## src/dtc_pkg.sv

```systemverilog
// Purpose: Shared constants for the dual timer/counter block
// Assumes: APB word registers, byte address is four times the register index
// Notes:   Mode codes, field positions, prescale divisors and register indices
package dtc_pkg;
   // Register indices (byte address = index * 4)
   localparam logic [9:0] IDX_CTRL      = 10'h088;
   localparam logic [9:0] IDX_MODE      = 10'h089;
   localparam logic [9:0] IDX_T0_LOW    = 10'h08A;
   localparam logic [9:0] IDX_T1_LOW    = 10'h08B;
   localparam logic [9:0] IDX_T0_HIGH   = 10'h08C;
   localparam logic [9:0] IDX_T1_HIGH   = 10'h08D;
   localparam logic [9:0] IDX_CLK_SEL   = 10'h08E;
   localparam logic [9:0] IDX_IRQ_CFG   = 10'h08F;

   // Reset values
   localparam logic [7:0] RST_BYTE      = 8'h00;
   localparam logic [3:0] RST_NIBBLE    = 4'h0;

   // timer_clock_select fields
   localparam int CK_THIRD_HIGH = 7;
   localparam int CK_THIRD_LOW  = 6;
   localparam int CK_FOURTH_HI  = 5;
   localparam int CK_FOURTH_LO  = 4;
   localparam int CK_SECOND     = 3;
   localparam int CK_FIRST      = 2;
   localparam int CK_SCALE_HI   = 1;
   localparam int CK_SCALE_LO   = 0;

   // timer_control_reg fields (bits 3:0 read as zero)
   localparam int CT_SECOND_FLAG = 7;
   localparam int CT_SECOND_RUN  = 6;
   localparam int CT_FIRST_FLAG  = 5;
   localparam int CT_FIRST_RUN   = 4;

   // timer_mode_reg fields
   localparam int MD_SECOND_GATE = 7;
   localparam int MD_SECOND_CSEL = 6;
   localparam int MD_SECOND_HI   = 5;
   localparam int MD_SECOND_LO   = 4;
   localparam int MD_FIRST_GATE  = 3;
   localparam int MD_FIRST_CSEL  = 2;
   localparam int MD_FIRST_HI    = 1;
   localparam int MD_FIRST_LO    = 0;

   // Interrupt/polarity configuration fields
   localparam int CF_FIRST_IE    = 0;
   localparam int CF_SECOND_IE   = 1;
   localparam int CF_POL_A       = 2;
   localparam int CF_POL_B       = 3;

   // Mode field codes
   localparam logic [1:0] MODE_13BIT  = 2'h0;
   localparam logic [1:0] MODE_16BIT  = 2'h1;
   localparam logic [1:0] MODE_RELOAD = 2'h2;
   localparam logic [1:0] MODE_SPLIT  = 2'h3;

   // Prescale field codes and divisors
   localparam logic [1:0] SCALE_DIV12 = 2'h0;
   localparam logic [1:0] SCALE_DIV4  = 2'h1;
   localparam logic [1:0] SCALE_DIV48 = 2'h2;
   localparam logic [1:0] SCALE_EXT8  = 2'h3;
   localparam logic [5:0] DIV12_LAST  = 6'h0B;
   localparam logic [5:0] DIV4_LAST   = 6'h03;
   localparam logic [5:0] DIV48_LAST  = 6'h2F;
   localparam logic [5:0] EXT8_LAST   = 6'h07;
   localparam logic [5:0] CNT_ZERO    = 6'h00;
   localparam logic [5:0] CNT_ONE     = 6'h01;

   // Count limits
   localparam logic [12:0] CNT13_MAX  = 13'h1FFF;
   localparam logic [15:0] CNT16_MAX  = 16'hFFFF;
   localparam logic [7:0]  CNT8_MAX   = 8'hFF;
   localparam logic [7:0]  BYTE_ONE   = 8'h01;
   localparam logic [12:0] CNT13_ONE  = 13'h0001;
   localparam logic [15:0] CNT16_ONE  = 16'h0001;
endpackage : dtc_pkg

```

## src/dtc_edge_sync.sv

```systemverilog
// Purpose: Two-flop synchroniser with one-cycle edge pulse
// Assumes: Input level holds for at least two clk cycles
// Notes:   FALL selects high-to-low detection, otherwise low-to-high
`timescale 1ns/100ps
module dtc_edge_sync #(
   parameter bit FALL = 1'b1
) (
   input  wire logic clk,
   input  wire logic rst_n,
   input  wire logic asyncIn,
   output logic      edgePulse
);
   logic stage1Ff;
   logic stage2Ff;
   logic stage3Ff;

   // Synchroniser chain; only stage2 reads stage1
   always_ff @(posedge clk or negedge rst_n) begin
      if (!rst_n) begin
         stage1Ff <= 1'b0;
         stage2Ff <= 1'b0;
         stage3Ff <= 1'b0;
      end else begin
         stage1Ff <= asyncIn;
         stage2Ff <= stage1Ff;
         stage3Ff <= stage2Ff;
      end
   end

   // Edge compare on settled stages only
   assign edgePulse = FALL ? (stage3Ff & ~stage2Ff) : (~stage3Ff & stage2Ff);
endmodule : dtc_edge_sync

```

## src/dtc_prescaler.sv

```systemverilog
// Purpose: Shared prescale tick for both timers
// Assumes: extRise is a one-cycle pulse per external oscillator cycle
// Notes:   Counter restarts when the prescale field changes
`timescale 1ns/100ps
module dtc_prescaler
   import dtc_pkg::*;
(
   input  wire logic       clk,
   input  wire logic       rst_n,
   input  wire logic [1:0] scaleSel,
   input  wire logic       extRise,
   output logic            preTick
);
   logic [5:0] cntFf;
   logic [5:0] nxt_cnt;
   logic [1:0] selFf;
   logic [5:0] lastVal;
   logic       advance;

   // Divisor pick; external source only advances on its own edges
   always_comb begin
      lastVal = DIV12_LAST;
      advance = 1'b1;
      case (scaleSel)
         SCALE_DIV12: lastVal = DIV12_LAST;
         SCALE_DIV4:  lastVal = DIV4_LAST;
         SCALE_DIV48: lastVal = DIV48_LAST;
         SCALE_EXT8: begin
            lastVal = EXT8_LAST;
            advance = extRise;
         end
         default: lastVal = DIV12_LAST;
      endcase
      preTick = advance && (cntFf == lastVal);
      if (selFf != scaleSel) begin
         nxt_cnt = CNT_ZERO;  // Avoid a stale count past the new limit
      end else if (preTick) begin
         nxt_cnt = CNT_ZERO;
      end else if (advance) begin
         nxt_cnt = cntFf + CNT_ONE;
      end else begin
         nxt_cnt = cntFf;
      end
   end

   // Count registers
   always_ff @(posedge clk or negedge rst_n) begin
      if (!rst_n) begin
         cntFf <= CNT_ZERO;
         selFf <= SCALE_DIV12;
      end else begin
         cntFf <= nxt_cnt;
         selFf <= scaleSel;
      end
   end
endmodule : dtc_prescaler

```

## src/dtc_timer.sv

```systemverilog
// Purpose: Dual counter/timer with clock select, APB register access
// Assumes: Interrupt and event inputs synchronous except the synchronised pins
// Notes:   No wait state on any APB access
//
// Functional notes
// Third timer bytes: bit set means system clock
// Fourth timer bytes: bit set means system clock
// Second timer: bit3 picks sysclk or prescale
// First timer: bit2 picks sysclk or prescale
// Prescale: /12, /4, /48, ext/8
// Sixteen-bit count as two byte registers
// 13-bit: high byte plus five low bits
// 13-bit wrap sets overflow flag
// Counter select counts event pin falling edges
// Run needs run bit and gate condition
// Run bit never clears the count
// Second timer mirrors first with own bits
// Mode 1 counts all sixteen bits
// Mode 2 reloads low from high
// Software preloads low byte before mode 2
// Split mode low byte uses first controls
// Split high byte: second run, second flag
// Second timer in split: no events, no flag
// Second timer in split runs unless mode 3
// Interrupt forwarded only when enabled
// Flags: hardware set, software or vector clear
// Mode field: 13, 16, reload, split
// Event levels held two clocks minimum
// Pins and oscillator synchronised, edge pulses
`timescale 1ns/100ps
module dtc_timer
   import dtc_pkg::*;
(
   input  wire logic        clk,
   input  wire logic        rst_n,
   input  wire logic        psel,
   input  wire logic        penable,
   input  wire logic        pwrite,
   input  wire logic [11:0] paddr,
   input  wire logic [31:0] pwdata,
   output logic      [31:0] prdata,
   output logic             pready,
   output logic             pslverr,
   input  wire logic        firstEventPin,
   input  wire logic        secondEventPin,
   input  wire logic        extOscClk,
   input  wire logic        extIrqAInput,
   input  wire logic        extIrqBInput,
   input  wire logic        firstIrqAck,
   input  wire logic        secondIrqAck,
   input  wire logic        thirdExtClkTick,
   input  wire logic        thirdSplitMode,
   input  wire logic        fourthExtClkTick,
   input  wire logic        fourthSplitMode,
   output logic             firstTimerIrq,
   output logic             secondTimerIrq,
   output logic             secondOverflowPulse,
   output logic             thirdLowTick,
   output logic             thirdHighTick,
   output logic             fourthLowTick,
   output logic             fourthHighTick
);
   // Step one timer; returns {overflow, high, low}
   function automatic logic [16:0] dtc_step(input logic [1:0] mode, input logic [7:0] lo,
                                            input logic [7:0] hi, input logic en);
      logic [12:0] c13;
      logic [15:0] c16;
      c13 = {hi, lo[4:0]};
      c16 = {hi, lo};
      dtc_step = {1'b0, hi, lo};
      if (en) begin
         case (mode)
            MODE_13BIT: begin
               c13 = c13 + CNT13_ONE;
               dtc_step = {({hi, lo[4:0]} == CNT13_MAX), c13[12:5], lo[7:5], c13[4:0]};
            end
            MODE_16BIT: begin
               c16 = c16 + CNT16_ONE;
               dtc_step = {({hi, lo} == CNT16_MAX), c16};
            end
            MODE_RELOAD: begin
               if (lo == CNT8_MAX) begin
                  dtc_step = {1'b1, hi, hi};
               end else begin
                  dtc_step = {1'b0, hi, lo + BYTE_ONE};
               end
            end
            MODE_SPLIT: begin
               dtc_step = {(lo == CNT8_MAX), hi, lo + BYTE_ONE};
            end
            default: dtc_step = {1'b0, hi, lo};
         endcase
      end
   endfunction : dtc_step

   // Register state
   logic [7:0]  clkSelFf;
   logic [7:0]  nxt_clkSel;
   logic [3:0]  ctrlFf;
   logic [3:0]  nxt_ctrl;
   logic [7:0]  modeFf;
   logic [7:0]  nxt_mode;
   logic [3:0]  cfgFf;
   logic [3:0]  nxt_cfg;
   logic [7:0]  t0LowFf;
   logic [7:0]  nxt_t0Low;
   logic [7:0]  t0HighFf;
   logic [7:0]  nxt_t0High;
   logic [7:0]  t1LowFf;
   logic [7:0]  nxt_t1Low;
   logic [7:0]  t1HighFf;
   logic [7:0]  nxt_t1High;
   logic [31:0] prdataFf;
   logic [31:0] nxt_prdata;
   logic        preadyFf;
   logic        nxt_pready;
   logic        pslverrFf;
   logic        nxt_pslverr;
   logic [7:0]  outsFf;
   logic [7:0]  nxt_outs;

   // Helper nets
   logic        evFirst;
   logic        evSecond;
   logic        extRise;
   logic        preTick;
   logic [9:0]  regIdx;
   logic        wrEn;
   logic        mapped;
   logic [7:0]  wByte;
   logic        irqAActive;
   logic        irqBActive;
   logic        splitMode;
   logic        firstEn;
   logic        highSplitEn;
   logic        secondRun;
   logic        secondTick;
   logic        secondEn;
   logic [16:0] firstRes;
   logic [16:0] secondRes;
   logic [8:0]  highSplit;
   logic        firstSet;
   logic        secondSet;

   // Event pins and oscillator brought into clk domain
   dtc_edge_sync #(.FALL(1'b1)) uEvFirst (
      .clk       (clk),
      .rst_n     (rst_n),
      .asyncIn   (firstEventPin),
      .edgePulse (evFirst)
   );
   dtc_edge_sync #(.FALL(1'b1)) uEvSecond (
      .clk       (clk),
      .rst_n     (rst_n),
      .asyncIn   (secondEventPin),
      .edgePulse (evSecond)
   );
   dtc_edge_sync #(.FALL(1'b0)) uExtOsc (
      .clk       (clk),
      .rst_n     (rst_n),
      .asyncIn   (extOscClk),
      .edgePulse (extRise)
   );

   // Shared prescaler; oscillator must run below a quarter of clk
   dtc_prescaler uPrescale (
      .clk      (clk),
      .rst_n    (rst_n),
      .scaleSel (clkSelFf[CK_SCALE_HI:CK_SCALE_LO]),
      .extRise  (extRise),
      .preTick  (preTick)
   );

   // APB decode
   assign regIdx = paddr[11:2];
   assign wByte  = pwdata[7:0];
   assign wrEn   = psel & penable & pwrite & preadyFf & ~pslverrFf;

   // Run and clock enables
   always_comb begin
      irqAActive  = ~(extIrqAInput ^ cfgFf[CF_POL_A]);
      irqBActive  = ~(extIrqBInput ^ cfgFf[CF_POL_B]);
      splitMode   = (modeFf[MD_FIRST_HI:MD_FIRST_LO] == MODE_SPLIT);
      // First timer: event edges or sysclk/prescale
      firstEn     = ctrlFf[CT_FIRST_RUN] & (~modeFf[MD_FIRST_GATE] | irqAActive)
                    & (modeFf[MD_FIRST_CSEL] ? evFirst
                       : (clkSelFf[CK_FIRST] | preTick));
      // Split high byte: timer only, second run bit, first clock select
      highSplitEn = splitMode & ctrlFf[CT_SECOND_RUN] & (clkSelFf[CK_FIRST] | preTick);
      // Second timer: mode 3 stops it; in split its mode alone runs it
      if (splitMode) begin
         secondRun = (modeFf[MD_SECOND_HI:MD_SECOND_LO] != MODE_SPLIT);
      end else begin
         secondRun = ctrlFf[CT_SECOND_RUN] & (~modeFf[MD_SECOND_GATE] | irqBActive)
                     & (modeFf[MD_SECOND_HI:MD_SECOND_LO] != MODE_SPLIT);
      end
      secondTick  = (modeFf[MD_SECOND_CSEL] & ~splitMode) ? evSecond
                    : (clkSelFf[CK_SECOND] | preTick);
      secondEn    = secondRun & secondTick;
      firstRes    = dtc_step(modeFf[MD_FIRST_HI:MD_FIRST_LO], t0LowFf, t0HighFf, firstEn);
      secondRes   = dtc_step(modeFf[MD_SECOND_HI:MD_SECOND_LO], t1LowFf, t1HighFf, secondEn);
      highSplit   = {(t0HighFf == CNT8_MAX), t0HighFf + BYTE_ONE};
      firstSet    = firstRes[16];
      secondSet   = splitMode ? (highSplitEn & highSplit[8]) : secondRes[16];
   end

   // Register file and counters next state
   always_comb begin
      nxt_clkSel = clkSelFf;
      nxt_mode   = modeFf;
      nxt_cfg    = cfgFf;
      // Counting never depends on run-bit edges, so setting run keeps the count
      nxt_t0Low  = firstRes[7:0];
      nxt_t0High = firstRes[15:8];
      nxt_t1Low  = secondRes[7:0];
      nxt_t1High = secondRes[15:8];
      if (highSplitEn) begin
         nxt_t0High = highSplit[7:0];
      end
      nxt_ctrl   = ctrlFf;
      // Software writes win over counting in the same cycle
      if (wrEn) begin
         case (regIdx)
            IDX_CLK_SEL: nxt_clkSel = wByte;
            IDX_MODE:    nxt_mode   = wByte;
            IDX_IRQ_CFG: nxt_cfg    = wByte[3:0];
            IDX_CTRL:    nxt_ctrl   = wByte[7:4];
            IDX_T0_LOW:  nxt_t0Low  = wByte;
            IDX_T0_HIGH: nxt_t0High = wByte;
            IDX_T1_LOW:  nxt_t1Low  = wByte;
            IDX_T1_HIGH: nxt_t1High = wByte;
            default:     nxt_ctrl   = ctrlFf;
         endcase
      end
      // Vector acknowledge clears; hardware set wins over any clear
      if (firstIrqAck) begin
         nxt_ctrl[CT_FIRST_FLAG-4] = 1'b0;
      end
      if (secondIrqAck) begin
         nxt_ctrl[CT_SECOND_FLAG-4] = 1'b0;
      end
      if (firstSet) begin
         nxt_ctrl[CT_FIRST_FLAG-4] = 1'b1;
      end
      if (secondSet) begin
         nxt_ctrl[CT_SECOND_FLAG-4] = 1'b1;
      end
   end

   // APB answer: captured in setup, presented through the access phase
   always_comb begin
      mapped      = 1'b1;
      nxt_prdata  = 32'h0000_0000;
      case (regIdx)
         IDX_CLK_SEL: nxt_prdata[7:0] = clkSelFf;
         IDX_MODE:    nxt_prdata[7:0] = modeFf;
         IDX_IRQ_CFG: nxt_prdata[3:0] = cfgFf;
         IDX_CTRL:    nxt_prdata[7:4] = ctrlFf;
         IDX_T0_LOW:  nxt_prdata[7:0] = t0LowFf;
         IDX_T0_HIGH: nxt_prdata[7:0] = t0HighFf;
         IDX_T1_LOW:  nxt_prdata[7:0] = t1LowFf;
         IDX_T1_HIGH: nxt_prdata[7:0] = t1HighFf;
         default:     mapped = 1'b0;
      endcase
      nxt_pready  = psel & ~penable;
      nxt_pslverr = psel & ~penable & ~mapped;
      if (!(psel & ~penable)) begin
         nxt_prdata = prdataFf;  // Hold data through access phase
      end
   end

   // Registered side outputs
   always_comb begin
      nxt_outs    = 8'h00;
      nxt_outs[0] = nxt_ctrl[CT_FIRST_FLAG-4] & cfgFf[CF_FIRST_IE];
      nxt_outs[1] = nxt_ctrl[CT_SECOND_FLAG-4] & cfgFf[CF_SECOND_IE];
      nxt_outs[2] = secondRes[16];
      nxt_outs[3] = clkSelFf[CK_THIRD_LOW] | thirdExtClkTick;
      nxt_outs[4] = thirdSplitMode & (clkSelFf[CK_THIRD_HIGH] | thirdExtClkTick);
      nxt_outs[5] = clkSelFf[CK_FOURTH_LO] | fourthExtClkTick;
      nxt_outs[6] = fourthSplitMode & (clkSelFf[CK_FOURTH_HI] | fourthExtClkTick);
   end

   // State registers
   always_ff @(posedge clk or negedge rst_n) begin
      if (!rst_n) begin
         clkSelFf  <= RST_BYTE;
         modeFf    <= RST_BYTE;
         cfgFf     <= RST_NIBBLE;
         ctrlFf    <= RST_NIBBLE;
         t0LowFf   <= RST_BYTE;
         t0HighFf  <= RST_BYTE;
         t1LowFf   <= RST_BYTE;
         t1HighFf  <= RST_BYTE;
         prdataFf  <= 32'h0000_0000;
         preadyFf  <= 1'b0;
         pslverrFf <= 1'b0;
         outsFf    <= RST_BYTE;
      end else begin
         clkSelFf  <= nxt_clkSel;
         modeFf    <= nxt_mode;
         cfgFf     <= nxt_cfg;
         ctrlFf    <= nxt_ctrl;
         t0LowFf   <= nxt_t0Low;
         t0HighFf  <= nxt_t0High;
         t1LowFf   <= nxt_t1Low;
         t1HighFf  <= nxt_t1High;
         prdataFf  <= nxt_prdata;
         preadyFf  <= nxt_pready;
         pslverrFf <= nxt_pslverr;
         outsFf    <= nxt_outs;
      end
   end

   // Outputs straight from flops
   assign prdata              = prdataFf;
   assign pready              = preadyFf;
   assign pslverr             = pslverrFf;
   assign firstTimerIrq       = outsFf[0];
   assign secondTimerIrq      = outsFf[1];
   assign secondOverflowPulse = outsFf[2];
   assign thirdLowTick        = outsFf[3];
   assign thirdHighTick       = outsFf[4];
   assign fourthLowTick       = outsFf[5];
   assign fourthHighTick      = outsFf[6];
endmodule : dtc_timer

```

## config.mk

```make
export PLATFORM = sky130hd
export DESIGN_NAME = dtc_timer
export DESIGN_NICKNAME = d
export VERILOG_FILES = /design/src/dtc_pkg.sv /design/src/dtc_edge_sync.sv /design/src/dtc_prescaler.sv /design/src/dtc_timer.sv
export SDC_FILE = /design/constraint.sdc
export NUM_CORES = 1
export LEC_CHECK = 0
export ABC_AREA = 1
export BUFFER_PORTS_ARGS = -buffer_cell sky130_fd_sc_hd__buf_4
export CORE_ASPECT_RATIO = 0.75
export CORE_UTILIZATION = 56
export CTS_CLUSTER_DIAMETER = 40
export DETAILED_ROUTE_END_ITERATION = 16
export GPL_TIMING_DRIVEN = 1
export HOLD_SLACK_MARGIN = 0.15
export PLACE_DENSITY = 0.88
export REMOVE_ABC_BUFFERS = 1
export SYNTH_ARGS = -nofsm -noshare
export SYNTH_HDL_FRONTEND = slang
export SYNTH_SLANG_ARGS = --single-unit
export TNS_END_PERCENT = 10
```

## constraint.sdc

```tcl
create_clock -name clk -period 1.99 [get_ports clk]
set_input_delay 0.2985 -clock clk [delete_from_list [all_inputs] [get_ports clk]]
set_output_delay 0.2985 -clock clk [all_outputs]
set_load 0.1 [all_outputs]
```

Yosys cells after proc, flatten, opt, wreduce, memory -nomap -nowiden --
Index checks and enable logic that the tools add are counted.
Cells by class: add/subtract/negate cells 4, equality and inequality tests 21, muxes and demuxes 23, bitwise logic cells 25, reductions and logical operators 11
Operators with widths (count):
- == test 10 x 8 -> 1 bit, second input constant | 8
- one-hot mux 17 bit (4 select lines) | 1
- one-hot mux 4 bit (7 select lines) | 2
- 2-to-1 mux 17 bit | 2
- 2-to-1 mux 8 bit | 4
- one-hot mux 6 bit (4 select lines) | 1
- 2-to-1 mux 6 bit | 3
- adder 16 x 1 -> 16 bit, second input constant | 1
- == test 16 bit, second input constant | 1
- bitwise AND 1 bit | 14
- adder 13 x 1 -> 13 bit, second input constant | 1
- == test 13 bit, second input constant | 1
- AND reduction 2 bit | 6
- == test 2 bit, second input constant | 5
- adder 8 x 1 -> 8 bit, second input constant | 1
- == test 8 bit, second input constant | 1
- 2-to-1 mux 1 bit | 8
- 2-to-1 mux 4 bit | 2
- OR reduction 8 bit | 1
- adder 6 x 1 -> 6 bit, second input constant | 1
- == test 6 bit | 1
- inverter 1 bit | 6
- bitwise OR 1 bit | 5
- == test 2 x 1 -> 1 bit, second input constant | 2
- 5 further kinds | 6
Word-level totals: register bits 87, input bits 60

Longest topological paths before layout --
depth after elaboration 11, mapped depth 13, mapped depth without buffers 12

Cells and area by module --
From an unflattened synthesis, not the netlist that was laid out.
Unflattened totals: cell total of the unflattened synthesis 630, area, all modules 4798.4 um2
By module, submodules not included:
- dtc_timer | times used 1, cells each 564, area each 4227.8 um2, seq. area each 1826.8 um2
- dtc_prescaler | times used 1, cells each 61, area each 485.5 um2, seq. area each 200.2 um2
- dtc_edge_sync | times used 1, cells each 5, area each 85.1 um2, seq. area each 75.1 um2

Worst setup path before layout --
Ideal clock, no wire load.
kind register to register, start point reg pslverrFf, in the netlist pslverr, end point reg modeFf[0], data arrival time 1.871 ns, path slack -0.012 ns, cell stages (with the launch flop) 7, path buffers 1, cell sequence dfrtp_1 nor2_1 nand3_1 clkinv_1 nand2_1 clkbuf_1 o21ai_0
On the way: word-level cells in the longest chain between the ends 3
Ends and longest elaborated chain:
- start: declaration | RTL line dtc_timer.sv:117 | logic pslverrFf;
- start signal: assignment | RTL line dtc_timer.sv:310 | pslverrFf <= nxt_pslverr;
- inverter 1 bit | RTL line dtc_timer.sv:177 | assign wrEn = psel & penable & pwrite & preadyFf & ~pslverrFf;
- bitwise AND 1 bit | RTL line dtc_timer.sv:177
- AND reduction 2 bit (no source line)
- end signal: assignment | RTL line dtc_timer.sv:301 | modeFf <= nxt_mode;
- end: declaration | RTL line dtc_timer.sv:101 | logic [7:0] modeFf;
No other way between the ends. A chain may end at the register's enable or synchronous reset.

Final worst setup path --
start point reg uPrescale.cntFf[0], end point reg t1LowFf[6]
On the way: word-level cells in the longest chain between the ends 8
Ends and longest elaborated chain:
- start: declaration | RTL line dtc_prescaler.sv:14 | logic [5:0] cntFf;
- start signal: assignment | RTL line dtc_prescaler.sv:52 | cntFf <= nxt_cnt;
- == test 6 bit * | RTL line dtc_prescaler.sv:34 | preTick = advance && (cntFf == lastVal);
- logical AND 1 bit * | RTL line dtc_prescaler.sv:34
- bitwise OR 1 bit * | RTL line dtc_timer.sv:198 | : (clkSelFf[CK_SECOND] | preTick);
- 2-to-1 mux 1 bit * | RTL line dtc_timer.sv:197 | secondTick = (modeFf[MD_SECOND_CSEL] & ~splitMode) ? evSecond
- bitwise AND 1 bit * | RTL line dtc_timer.sv:199 | secondEn = secondRun & secondTick;
- 2-to-1 mux 17 bit * | RTL line dtc_timer.sv:71 | if (en) begin
- 2-to-1 mux 8 bit | RTL line dtc_timer.sv:223 | case (regIdx)
- 2-to-1 mux 8 bit * | RTL line dtc_timer.sv:222 | if (wrEn) begin
- via nxt_t1Low[6] | RTL line dtc_timer.sv:110 | logic [7:0] nxt_t1Low;
- end signal: assignment | RTL line dtc_timer.sv:306 | t1LowFf <= nxt_t1Low;
- end: declaration | RTL line dtc_timer.sv:109 | logic [7:0] t1LowFf;
Mark *: on every way through the listed nets, which the timed path passes. The rest lies on a longest branch.

==> results.cfg <==
[status]
status = complete, no violations

[detailed_routing]
via_per_inst = 5.86
initialDrtViolationCount = 562
routed_wl_mm = 15.0
drt-pass1-iter-count = 5
ant_nets = 0
vias = 5182
drcViolationCount = 0
wl_per_cell_um = 16.9

[grt]
grt.total_usage_pct = 33.0
grt_pass1_vias = 4852
use_met1_pct = 46.1
grt_max_degree = 58
overflow = 0
grt_antenna_before_repair = 0
busiest_layer = met2
grt_pass1_wl_mm = 24.5
use_met3_pct = 9.50
grtUsageMet2_pct = 50.6

[sta]
fmax_ghz = 0.548
worst_pin_slew_ps = 546
maxSlewViolCount = 0
fin_crit_sh_pct = 91.7
final_hold_viol_count = 0
period_minus_slack_ps = 1830
rsz0062_at_grt = no
fin_skew_ps = 5.65
fin_setup_tns_ps = 0
relSlewSlack_pct = 63.5
setup-violations-final = 0

[place]
dp.final_hpwl_mm = 10.7
gp_congestion = 0.986
port-buffer-count = 46
dp.cells = 868

[die]
ios = 101
die_height_um = 85.4
die_width_um = 113
initial_core_util_pct = 57.6
rows = 30
dieArea_um2 = 9670
coreArea_um2 = 9010

[setup_path]
cp_data_required_time_ps = 2270
cp_max_fo = 15
critPathSlowestCell = dfrtp_1
cp_cell_sequence = ha_1, nand3_1, nor2_2, nand2_4, nand2_4, nand2_4, inv_6, nand3_1, nand3_1, nand2_1, inv_1
crit_arrival_ps = 2110
worst_setup_path_end_kind = flip-flop
crit_path_start = uPrescale.cntFf[0]
worstSetupPathType = reg -> reg
cp_num_buf_inv = 2
r2r_start = uPrescale.cntFf[0]
crit_family = simple AND/OR/NAND/NOR gates
slowest_delay_ps = 410
startpoint_type = flip-flop

[logic_synthesis]
synth_top_area_share_pct = 40.5
yosys-top-cells-count = nand2_1, dfrtp_1, nand3_1
synth_warnings = 0
ys_ff_latch = 84
async_flop_share_pct = 100
synthCells = 715
netlist_top_cells_area = dfrtp_1, nand2_1, nand3_1, o21ai_0, inv_1
syn_area_um2 = 5190
synth_top_area_cell = dfrtp_1
syn_avg_cell_area_um2 = 7.26
ys_seq_area_share_pct = 40.5
synth.most_common_cell = nand2_1
synth_ff_type = dfrtp_1
synth-edff-count = 0
yosysUniqueCellTypes = 41

[cts]
path_clk_slew_ps = 60
cts_buffers = 9
clock-sinks = 84
cts_setup_buffers = 0
ctsRootBufferMaster = clkbuf_16
cts_tree = built
clkLatencyLatePin_ps = 350
cts.repair.resized = 0
cts.path.max_buffers = 2
htreeDepth = 3

[power]
p_leak_nw = 3.02
peakVddDrop_v = 0.000581
total_power_mw = 4.39
power_density_nw_per_um2 = 738

[layout]
num_antenna_cells = 0
fin_cells = 885
drive_above_1_share_pct = 15.0
fin_nets = 831
area_delta_synth_final_pct = 14.7

[min_path]
min-delay-path-class = in -> reg
min_from = fourthExtClkTick

[job]
cap_violations = 0
-- repair_timing --
action | CTS | global route
endpoints found under the setup margin | 0 | 0
hold endpoints to repair | 28 | 0
hold buffers | 2 | 0
-- per-stage QoR --
step	setup WS [ps]	util [%]	hold WS (ps)	cell area, um2
2_1_floorplan	-424	-	2.91	4980
3_3_place_gp	138	62.3	233	5610
3_5_place_dp	73.6	62.3	247	5610
4_1_cts	200	66.1	156	5960
5_1_grt	18.3	66.1	161	5960
6_report	165	66.1	154	5960
-- power by group --
| group | switching, mW | internal, mW | total [mW] |
|---|---|---|---|
| Combinational | 0.542 | 0.177 | 0.719 |
| Clock | 0.710 | 1.13 | 1.84 |
| Sequential | 0.0648 | 1.77 | 1.83 |
-- cell type report --
| class | count | area, um2 |
|---|---|---|
| clock buffers | 10 | 239 |
| inverters | 78 | 298 |
| flip-flops and latches | 84 | 2100 |
| multi-input cells | 532 | 2580 |
| fillers | 739 | 3050 |
| well taps | 112 | 140 |
| clock inverters | 5 | 85.1 |
| repair buffers | 64 | 510 |
-- layer usage --
metal	part of all wire (%)	routed length, um
met1	42	6290
met2	44	6610
met3	12	1800
met4	1.8	269
met5	0	0
-- final timing paths --
| path | end | cells past startpoint | slack (ps) |
|---|---|---|---|
| min reg2reg | uExtOsc.stage2Ff | 0 | 350 |
| min in group asynchronous | modeFf[7] | 2 | 440 |
| max reg2reg | t1LowFf[6] | 11 | 160 |
| max | t1LowFf[6] | 11 | 160 |
| max in group asynchronous | t1HighFf[4] | 3 | 920 |
| min | outsFf[5] | 2 | 150 |
-- cells by family (layout without fill, tap and decap cells) --
group           count (synthesis)  in the layout  synth area share, %
other cells                     1             24               0.0722
simple gates                  404            404                 35.5
xor+xnor                       12             12                 2.02
flops                          84             84                 40.5
compound gates                 90             90                 9.98
buf+inv                       122            157                 11.5
fa+ha+maj                       2              2                0.482
-- registers in the layout, indices dropped and copies added (netlist names) --
signal	flops
uExtOsc.stage2Ff	1
modeFf	8
t1HighFf	8
clkSelFf	8
uPrescale.selFf	2
prdata	8
cfgFf	4
uPrescale.cntFf	6
uExtOsc.stage3Ff	1
pready	1
pslverr	1
uExtOsc.stage1Ff	1
t0LowFf	8
outsFf	7
t0HighFf	8
t1LowFf	8
ctrlFf	4
-- layout by cell type (no fill, tap or decap), types with 3 or more instances in the layout --
master,Yosys,final
o21a_1,4,4
o21ai_1,9,9
nand2_4,3,3
inv_1,71,71
inv_2,3,3
or2_2,3,3
buf_4,24,60
dfrtp_1,84,84
clkinv_1,3,3
xor2_1,8,8
nand3_1,74,74
nor3_1,5,5
nand4_1,26,26
conb_1,1,24
xnor2_1,4,4
nor2_2,6,7
nor3_2,4,4
nand2_1,212,212
o21ai_0,56,56
nor2_1,55,54
a21oi_1,9,9
clkbuf_16,0,9
o21bai_1,3,3
nand2_2,7,7
-- worst reg2reg max path, cell delays in order (launching register included) --
cell and delay (ps):
dfrtp_1 410, ha_1 240, nand3_1 120, nor2_2 190, nand2_4 100, nand2_4 90, nand2_4 140, inv_6 170
nand3_1 100, nand3_1 80, nand2_1 70, inv_1 60
Note: power is estimated with default switching activity, not from simulation.
